`config.mk`:
```
export PLATFORM = sky130hd
export DESIGN_NAME = plc_regs
export DESIGN_NICKNAME = d
export VERILOG_FILES = /design/src/rtl/plc_pkg.sv /design/src/rtl/plc_regs.sv /design/src/rtl/plc_apb_slv.sv /design/src/rtl/plc_os_cnt.sv
export SDC_FILE = /design/constraint.sdc
export NUM_CORES = 1
export LEC_CHECK = 0
export ABC_AREA = 1
export BUFFER_PORTS_ARGS = -buffer_cell sky130_fd_sc_hd__buf_2
export CAP_MARGIN = 20
export CELL_PAD_IN_SITES_DETAIL_PLACEMENT = 1
export CELL_PAD_IN_SITES_GLOBAL_PLACEMENT = 1
export CORE_MARGIN = 3
export CORE_UTILIZATION = 37
export CTS_CLUSTER_SIZE = 10
export DETAILED_ROUTE_END_ITERATION = 8
export PLACE_DENSITY_LB_ADDON = 0.1
export RECOVER_POWER = 25
export SETUP_SLACK_MARGIN = 0.1
export SLEW_MARGIN = 20
export SYNTH_ARGS = -nofsm -noshare
export SYNTH_HDL_FRONTEND = slang
export SYNTH_SLANG_ARGS = --single-unit
```
`constraint.sdc`:
```
create_clock -name clk_sys_i -period 3.95 [get_ports clk_sys_i]
set_input_delay 0.395 -clock clk_sys_i [delete_from_list [all_inputs] [get_ports clk_sys_i]]
set_output_delay 0.395 -clock clk_sys_i [all_outputs]
set_load 0.01 [all_outputs]
```
`src/rtl/plc_pkg.sv`:
```
package plc_pkg;

  // ---------------------------------------------------------------
  // register map: printed offsets are indices, byte address is 4x
  // ---------------------------------------------------------------
  localparam int ADDR_W = 12;
  localparam logic [9:0] LINK_CAP_IDX = 10'h050;
  localparam logic [9:0] LINK_CTL_IDX = 10'h054;
  localparam logic [9:0] LINK_STS_IDX = 10'h056;

  // ---------------------------------------------------------------
  // link capabilities fields
  // ---------------------------------------------------------------
  localparam int L1_LAT_LSB = 15;
  localparam int L0S_LAT_LSB = 12;
  localparam int ASPM_SUP_LSB = 10;
  localparam int MAX_WIDTH_LSB = 4;
  localparam int MAX_SPEED_LSB = 0;
  localparam logic [2:0] L1_LAT_VAL = 3'h7;
  localparam logic [2:0] L0S_LAT_ASYNC = 3'h6;
  localparam logic [2:0] L0S_LAT_COMMON = 3'h2;
  localparam logic [1:0] ASPM_SUP_VAL = 2'h1;
  localparam logic [5:0] MAX_WIDTH_VAL = 6'h08;
  localparam logic [3:0] MAX_SPEED_VAL = 4'h1;
  localparam logic [31:0] LINK_CAP_RESET = 32'h000B0211;

  // ---------------------------------------------------------------
  // link control fields
  // ---------------------------------------------------------------
  localparam int EXT_SYNC_BIT = 7;
  localparam int COMMON_CLK_BIT = 6;
  localparam int ASPM_CTL_LSB = 0;
  localparam logic [15:0] LINK_CTL_WR_MASK = 16'h00C3;
  localparam logic [15:0] LINK_CTL_RESET = 16'h0000;

  // ---------------------------------------------------------------
  // link status fields
  // ---------------------------------------------------------------
  localparam int TRAINED_WIDTH_LSB = 4;
  localparam logic [3:0] TRAINED_SPEED_VAL = 4'h1;
  localparam logic [5:0] WIDTH_X1 = 6'h00;
  localparam logic [5:0] WIDTH_X4 = 6'h04;
  localparam logic [5:0] WIDTH_X8 = 6'h08;
  localparam logic [15:0] LINK_STS_RESET = 16'h0001;

  // ---------------------------------------------------------------
  // ordered set counts
  // ---------------------------------------------------------------
  localparam int OS_CNT_W = 13;
  localparam logic [12:0] FTS_EXT_CNT = 13'h1000;
  localparam logic [12:0] TS1_EXT_CNT = 13'h0400;

  // link power sequencer states
  typedef enum logic [1:0] {
    ST_L0 = 2'b00,
    ST_FTS = 2'b01,
    ST_TS1 = 2'b10,
    ST_L0S = 2'b11
  } plc_st_e;

endpackage : plc_pkg

```
`src/rtl/plc_regs.sv`:
```
// Functional notes
// RL1: L1 exit latency reads all ones
// RL2: L0s exit latency follows common clock bit
// RL3: active-state support reads L0s only
// RL4: maximum width reads eight lanes
// RL5: maximum speed reads 2.5 Gbps code
// RL6: extended sync sends 4096 FTS, 1024 TS1
// RL7: common clock bit software set, resets zero
// RL8: control codes 01/11 allow L0s entry
// RL9: trained width encoded x1, x4, x8
// RL10: trained speed reads 0001b
// RL11: status default follows trained width
// RL12: read-only writes ignored, reserved reads zero
//
// Local design decision: the APB slave port.
module plc_regs
  import plc_pkg::*;
#(
  parameter logic [OS_CNT_W-1:0] N_FTS = 13'h0080 // normal fts count
)
(
  input wire logic clk_sys_i,
  input wire logic rst_b_i,
  input wire logic psel_i,
  input wire logic penable_i,
  input wire logic pwrite_i,
  input wire logic [ADDR_W-1:0] paddr_i,
  input wire logic [31:0] pwdata_i,
  input wire logic [3:0] pstrb_i,
  output logic [31:0] prdata_o,
  output logic pready_o,
  output logic pslverr_o,
  input wire logic width_valid_i,
  input wire logic [5:0] trained_width_i,
  input wire logic l0s_cond_i,
  input wire logic l0s_exit_req_i,
  input wire logic l1_exit_req_i,
  input wire logic os_sent_i,
  output logic l0s_enter_o,
  output logic send_fts_o,
  output logic send_ts1_o,
  output logic enter_l0_o,
  output logic common_clock_o,
  output logic ext_sync_o
);

  // ---------------------------------------------------------------
  // state
  // ---------------------------------------------------------------
  typedef struct packed {
    plc_st_e st; // power sequencer state
    logic [15:0] ctl; // link control contents
    logic [5:0] width; // captured trained width
    logic [31:0] rdata; // read data for the access phase
    logic l0s_enter; // one-cycle l0s entry pulse
    logic enter_l0; // one-cycle back-in-l0 pulse
  } plc_regs_s;

  plc_regs_s q;
  plc_regs_s d;

  logic setup_rd; // read setup cycle
  logic wr; // write access edge
  logic [2:0] sel; // one-hot register select
  logic [31:0] cap_word; // live capabilities value
  logic [31:0] ctl_word; // control as read
  logic [31:0] sts_word; // status as read
  logic [2:0] l0s_lat; // exit latency for current clocking
  logic aspm_en; // l0s entry allowed
  logic width_ok; // trained width is a legal code
  logic fts_load; // start an fts burst
  logic ts1_load; // start a ts1 burst
  logic [OS_CNT_W-1:0] fts_val; // fts sets for this exit
  logic [OS_CNT_W-1:0] fts_cnt; // fts sets remaining
  logic [OS_CNT_W-1:0] ts1_cnt; // ts1 sets remaining
  logic fts_last; // last fts going out
  logic ts1_last; // last ts1 going out

  // ---------------------------------------------------------------
  // bus slave and ordered set counters
  // ---------------------------------------------------------------
  plc_apb_slv u_apb (
    .psel_i(psel_i),
    .penable_i(penable_i),
    .pwrite_i(pwrite_i),
    .paddr_i(paddr_i),
    .setup_rd_o(setup_rd),
    .wr_o(wr),
    .sel_o(sel),
    .pready_o(pready_o),
    .pslverr_o(pslverr_o)
  );

  plc_os_cnt u_fts_cnt (
    .clk_sys_i(clk_sys_i),
    .rst_b_i(rst_b_i),
    .load_i(fts_load),
    .val_i(fts_val),
    .dec_i(os_sent_i & (q.st == ST_FTS)),
    .cnt_o(fts_cnt),
    .last_o(fts_last)
  );

  plc_os_cnt u_ts1_cnt (
    .clk_sys_i(clk_sys_i),
    .rst_b_i(rst_b_i),
    .load_i(ts1_load),
    .val_i(TS1_EXT_CNT),
    .dec_i(os_sent_i & (q.st == ST_TS1)),
    .cnt_o(ts1_cnt),
    .last_o(ts1_last)
  );

  // ---------------------------------------------------------------
  // register images
  // ---------------------------------------------------------------
  always_comb
  begin
    // latency tracks the common clock bit on every rewrite
    l0s_lat = q.ctl[COMMON_CLK_BIT] ? L0S_LAT_COMMON : L0S_LAT_ASYNC; // [RL2]
    cap_word = 32'h0; // reserved upper bits read zero [RL12]
    cap_word[L1_LAT_LSB +: 3] = L1_LAT_VAL; // [RL1]
    cap_word[L0S_LAT_LSB +: 3] = l0s_lat; // [RL2]
    cap_word[ASPM_SUP_LSB +: 2] = ASPM_SUP_VAL; // [RL3]
    cap_word[MAX_WIDTH_LSB +: 6] = MAX_WIDTH_VAL; // [RL4]
    cap_word[MAX_SPEED_LSB +: 4] = MAX_SPEED_VAL; // [RL5]
    // only writable bits are ever stored
    ctl_word = {16'h0, q.ctl & LINK_CTL_WR_MASK}; // [RL12]
    sts_word = 32'h0;
    sts_word[TRAINED_WIDTH_LSB +: 6] = q.width; // [RL9] [RL11]
    sts_word[3:0] = TRAINED_SPEED_VAL; // [RL10]
  end

  // ---------------------------------------------------------------
  // control decode
  // ---------------------------------------------------------------
  always_comb
  begin
    // low code bit set means entry allowed
    aspm_en = q.ctl[ASPM_CTL_LSB]; // [RL8]
    width_ok = (trained_width_i == WIDTH_X1) || (trained_width_i == WIDTH_X4) ||
      (trained_width_i == WIDTH_X8); // [RL9]
    fts_val = q.ctl[EXT_SYNC_BIT] ? FTS_EXT_CNT : N_FTS; // [RL6]
    fts_load = (q.st == ST_L0S) && l0s_exit_req_i;
    ts1_load = ((q.st == ST_L0) || (q.st == ST_L0S)) && l1_exit_req_i &&
      q.ctl[EXT_SYNC_BIT] && !fts_load; // [RL6]
  end

  // ---------------------------------------------------------------
  // next state
  // ---------------------------------------------------------------
  always_comb
  begin
    d = q;
    d.l0s_enter = 1'b0;
    d.enter_l0 = 1'b0;
    // read data sampled in setup, shown in access phase
    if (setup_rd)
    begin
      case (sel)
        3'b001: d.rdata = cap_word;
        3'b010: d.rdata = ctl_word;
        3'b100: d.rdata = sts_word;
        default: d.rdata = 32'h0; // unmapped reads zero
      endcase
    end
    // only the low control byte holds writable bits
    if (wr && sel[1] && pstrb_i[0])
    begin
      d.ctl[7:0] = pwdata_i[7:0] & LINK_CTL_WR_MASK[7:0]; // [RL7] [RL12]
    end
    // capture width when training reports a legal code
    if (width_valid_i && width_ok)
    begin
      d.width = trained_width_i; // [RL11]
    end
    // link power sequencer
    case (q.st)
      ST_L0:
      begin
        if (ts1_load)
        begin
          d.st = ST_TS1; // extra ts1 on l1 exit [RL6]
        end
        else if (l1_exit_req_i)
        begin
          d.enter_l0 = 1'b1;
        end
        else if (aspm_en && l0s_cond_i)
        begin
          d.st = ST_L0S; // [RL8]
          d.l0s_enter = 1'b1;
        end
      end
      ST_L0S:
      begin
        if (fts_load)
        begin
          d.st = ST_FTS; // [RL6]
        end
        else if (ts1_load)
        begin
          d.st = ST_TS1;
        end
        else if (l1_exit_req_i)
        begin
          d.st = ST_L0;
          d.enter_l0 = 1'b1;
        end
      end
      ST_FTS:
      begin
        if (fts_last)
        begin
          d.st = ST_L0;
          d.enter_l0 = 1'b1;
        end
      end
      ST_TS1:
      begin
        if (ts1_last)
        begin
          d.st = ST_L0;
          d.enter_l0 = 1'b1;
        end
      end
      default:
      begin
        d.st = ST_L0;
      end
    endcase
  end

  // ---------------------------------------------------------------
  // state register
  // ---------------------------------------------------------------
  always_ff @(posedge clk_sys_i)
  begin
    if (!rst_b_i)
    begin
      q.st <= ST_L0;
      q.ctl <= LINK_CTL_RESET; // [RL7]
      q.width <= LINK_STS_RESET[TRAINED_WIDTH_LSB +: 6];
      q.rdata <= 32'h0;
      q.l0s_enter <= 1'b0;
      q.enter_l0 <= 1'b0;
    end
    else
    begin
      q <= d;
    end
  end

  // ---------------------------------------------------------------
  // outputs
  // ---------------------------------------------------------------
  assign prdata_o = q.rdata;
  assign l0s_enter_o = q.l0s_enter;
  assign enter_l0_o = q.enter_l0;
  assign send_fts_o = (q.st == ST_FTS);
  assign send_ts1_o = (q.st == ST_TS1);
  assign common_clock_o = q.ctl[COMMON_CLK_BIT];
  assign ext_sync_o = q.ctl[EXT_SYNC_BIT];

  logic rd_cap; // capabilities read completes
  logic rd_sts; // status read completes
  assign rd_cap = pready_o && !pwrite_i && sel[0];
  assign rd_sts = pready_o && !pwrite_i && sel[2];
endmodule : plc_regs

```
`src/rtl/plc_apb_slv.sv`:
```
// apb decode: strobes, one-hot select, ready and error
module plc_apb_slv
  import plc_pkg::*;
(
  input wire logic psel_i,
  input wire logic penable_i,
  input wire logic pwrite_i,
  input wire logic [ADDR_W-1:0] paddr_i,
  output logic setup_rd_o,
  output logic wr_o,
  output logic [2:0] sel_o,
  output logic pready_o,
  output logic pslverr_o
);

  logic [9:0] idx; // word index of the access
  logic access; // access phase of any transfer

  // ---------------------------------------------------------------
  // address decode
  // ---------------------------------------------------------------
  always_comb
  begin
    idx = paddr_i[ADDR_W-1:2];
    access = psel_i & penable_i;
    sel_o = 3'h0;
    // misaligned addresses hit nothing
    if (paddr_i[1:0] == 2'h0)
    begin
      sel_o[0] = (idx == LINK_CAP_IDX);
      sel_o[1] = (idx == LINK_CTL_IDX);
      sel_o[2] = (idx == LINK_STS_IDX);
    end
    // zero wait states: ready in every access phase
    pready_o = access;
    pslverr_o = access & (sel_o == 3'h0);
    setup_rd_o = psel_i & ~penable_i & ~pwrite_i;
    wr_o = access & pwrite_i;
  end

endmodule : plc_apb_slv

```
`src/rtl/plc_os_cnt.sv`:
```
// ordered set down counter with last-set flag
module plc_os_cnt
  import plc_pkg::*;
(
  input wire logic clk_sys_i,
  input wire logic rst_b_i,
  input wire logic load_i,
  input wire logic [OS_CNT_W-1:0] val_i,
  input wire logic dec_i,
  output logic [OS_CNT_W-1:0] cnt_o,
  output logic last_o
);

  typedef struct packed {
    logic [OS_CNT_W-1:0] cnt; // sets still to send
  } plc_cnt_s;

  plc_cnt_s st_q;
  plc_cnt_s st_d;

  // ---------------------------------------------------------------
  // next state: load wins over decrement
  // ---------------------------------------------------------------
  always_comb
  begin
    st_d = st_q;
    if (load_i)
    begin
      st_d.cnt = val_i;
    end
    else if (dec_i && (st_q.cnt != '0))
    begin
      st_d.cnt = st_q.cnt - 1'b1;
    end
  end

  always_ff @(posedge clk_sys_i)
  begin
    if (!rst_b_i)
    begin
      st_q <= '0;
    end
    else
    begin
      st_q <= st_d;
    end
  end

  assign cnt_o = st_q.cnt;
  // last set goes out this cycle
  assign last_o = dec_i & ~load_i & (st_q.cnt == {{(OS_CNT_W-1){1'b0}}, 1'b1});
endmodule : plc_os_cnt

```
==> results.tsv <==
stage	metric	value	unit
layout	nets	579	
power_and_ir_drop	p_switching	0.649	mW
layout	final_cell_mix	116 x nand2_1, 65 x nor2_1, 58 x inv_1	
power_and_ir_drop	worst_ir_drop_vdd	0.186	mV
clock_tree	cts_buffers	5	
floorplan	ios	104	
clock_tree	clockBufferDepth	2	
drt	route.detailed.drc	0	
setup_path	crit_path_start	q[56]	
run	cap_violations	0	
global_routing	grt_max_degree	21	
global_routing	grt_pass1_wl	12200	um
power_and_ir_drop	p_per_area	475	nW/um^2
drt	ant_nets	0	
power_and_ir_drop	power_frac_clock	20.6	%
synth	postSynthCellCount	464	
setup_path	path_class	flop to flop	
power_and_ir_drop	p_leak	1.63	nW
synth	synth_area	3030	um^2
setup_path	reg2regPathDepth	7	
setup_path	cp.required	4.19	ns
floorplan	core-area	7850	um^2
clock_tree	ctsHoldBuffers	0	
clock_tree	clkSlewWorstSetupHoldPaths	0.11	ns
setup_path	cp_cell_sequence	ha_1 > nand2_2 > inv_2 > nor2_1 > nor2_1 > inv_2 > a21oi_1	
global_routing	grt_remaining_overflow	0	
timing	tightestPinTransition	1.07	ns
synth	synth.yosys.seq_area_share	33.1	%
setup_path	arrival	2.07	ns
drt	drt-wirelength-per-cell	12.1	um
place	dp_hpwl	5990	um
timing	final.setup_skew	0.0113	ns
drt	drtIter0Drc	40	
floorplan	dieArea	9300	um^2
timing	fin_crit_sh	46.3	%
setup_path	crit_path_start_kind	flop	
drt	num_vias	2830	
floorplan	die-width	96.4	um
power_and_ir_drop	combPwrFrac	41.2	%
setup_path	critPathTopFamily	simple AND/OR/NAND/NOR gates	
synth	synth_cell_types	30	
clock_tree	h-tree-depth	2	
clock_tree	cts_resized	0	
clock_tree	cts_sinks	50	
power_and_ir_drop	p_int	0.910	mW
layout	stdcell_count	608	
synth	ys_ff_latch	50	
clock_tree	cts_tree	built	
floorplan	start_util	38.6	%
drt	drt-total-wl	7370	um
power_and_ir_drop	netSwitchingFraction	41.6	%
timing	rsz0062_at_grt	no	
layout	insertedDiodeCount	0	
synth	yosys_warnings	0	
min_path	min_path_type	input port to flop	
floorplan	rows	32	
synth	syn_avg_cell_area	6.52	um^2
layout	syn_to_final_growth	8.52	%
place	post-place-cells	600	
power_and_ir_drop	seq_power_share	38.2	%
timing	tns	0	ns
layout	drive_above_1_share	14.4	%
timing	slew_violations	0	
clock_tree	post_cts.repair.setup_buffers	0	
power_and_ir_drop	p_total	1.56	mW
drt	routed_via_density	4.65	
status	status	completed	
global_routing	grt_use_total	16.5	%
drt	firstDrtPassIters	4	
place	numPortBuffers	54	
setup_path	critPathBufInv	2	
global_routing	antenna_found_initial	0	
setup_path	cp.depth	7	
timing	finalSetupViolations	0	
layout	layout_commonest_cell	nand2_1	
timing	fmax	547	MHz
layout	num-fill-cells	1113	
global_routing	grt_pass1_vias	2755	
setup_path	r2r_end	u_ts1_cnt.cnt_o[0]	
setup_path	critPathMaxStageDelay	0.40	ns
setup_path	crit_path_top_delay_cell	dfxtp_1	
setup_path	r2r_start	q[56]	
setup_path	crit_path_end_kind	flop	
timing	slew_headroom	27.8	%
setup_path	crit_path_end	u_ts1_cnt.cnt_o[0]	
setup_path	reg2reg_setup_slack	2.12	ns
place	place_congestion	0.778	
floorplan	die_h	96.4	um
min_path	hold_depth	3	
timing	hold_slack	0.327	ns
clock_tree	cts_root_buffer	clkbuf_8	
timing	hold_viol	0	
clock_tree	clk_latency	0.31	ns
setup_path	cp_max_fo	9	
timing	period_needed	1.83	ns
==> how the worst min path moves through the flow <==
stage,startpoint,endpoint,slack [ns]
finish,trained_width_i[2],q[36],0.33
global route,trained_width_i[2],q[36],0.32
detailed placement,q[39],q[39],0.43
floorplan,q[34],q[34],0.42
CTS,trained_width_i[3],q[37],0.31
global placement,q[38],q[38],0.42
==> cell families (layout without fill, tap and decap cells) <==
group,Yosys count,count (layout),share of synthesized area (%)
simple gates,234,234,33.4
buf+inv,101,126,17.0
compound gates,63,63,10.7
flops,50,50,33.1
fa+ha+maj,10,10,4.13
xor+xnor,5,5,1.45
other cells,1,18,0.124
==> per-layer routing <==
layer / vias to the layer above / routed length (um) / global-route usage (%)
met5: - / 0 / 0
met3: 9 / 344 / 3.64
met1: 1288 / 3450 / 20.2
li1: 1477 / - / -
met2: 56 / 3500 / 29.4
met4: 0 / 72 / 3.50
==> final cells by class <==
class	instances	area, um^2	share of cell area [%]
clock buffer	5	68.8	2.10
timing repair buffer	55	269	8.19
multi-input combinational	330	1560	47.4
clock inverter	3	25.0	0.762
inverter	63	236	7.20
sequential	50	1000	30.5
tap	102	128	3.89
==> flip-flops by register name (all words and copies together) (netlist names) <==
| name | cells |
|---|---|
| ctl_word | 1 |
| u_fts_cnt.cnt_o | 13 |
| q | 8 |
| l0s_enter_o | 1 |
| u_ts1_cnt.cnt_o | 13 |
| common_clock_o | 1 |
| prdata_o | 10 |
| aspm_en | 1 |
| ext_sync_o | 1 |
| enter_l0_o | 1 |
==> metrics by stage <==
stage                     area [um^2]  utilization, %  setup slack [ns]
after floorplan                  3090               -              2.47
after global placement           3220            41.0              2.09
after detailed placement         3220            41.0              2.02
after CTS                        3310            42.2              2.09
after global routing             3280            41.9              1.89
final                            3280            41.9              2.12
==> power groups by stage <==
stage          Combinational (mW)  Clock (mW)  Sequential (mW)
6_report                    0.643       0.321            0.595
4_1_cts                     0.655       0.339            0.596
5_1_grt                     0.747       0.359            0.603
3_5_place_dp                0.652           0            0.607
2_1_floorplan               0.522           0            0.594
3_3_place_gp                0.627           0            0.603
==> synthesized netlist by cell type <==
cell / instances / area (um^2)
a21oi_1: 38 / 190
a21oi_2: 2 / 17.5
and2_1: 1 / 6.26
buf_2: 1 / 5.00
buf_4: 32 / 240
buf_6: 2 / 22.5
clkbuf_1: 3 / 11.3
conb_1: 1 / 3.75
dfxtp_1: 50 / 1000
ha_1: 10 / 125
inv_1: 58 / 218
inv_2: 5 / 18.8
nand2_1: 116 / 435
nand2_2: 2 / 12.5
nand2_4: 2 / 22.5
nand3_1: 29 / 145
nand3_2: 1 / 10.0
nand3b_1: 1 / 7.51
nand4_1: 4 / 25.0
nor2_1: 64 / 240
nor2_2: 3 / 18.8
nor2_4: 2 / 22.5
nor3_1: 7 / 35.0
nor3_2: 1 / 10.0
nor4_4: 1 / 21.3
o211ai_1: 1 / 7.51
o21ai_0: 21 / 105
o21ai_1: 1 / 5.00
xnor2_1: 2 / 17.5
xor2_1: 3 / 26.3
==> worst min-delay path: cells and delay by family <==
kind | cells | cell delay [ns]
buf+inv | 2 | 0.16
compound gates | 1 | 0.05
Power figures use the tool's default switching activity.
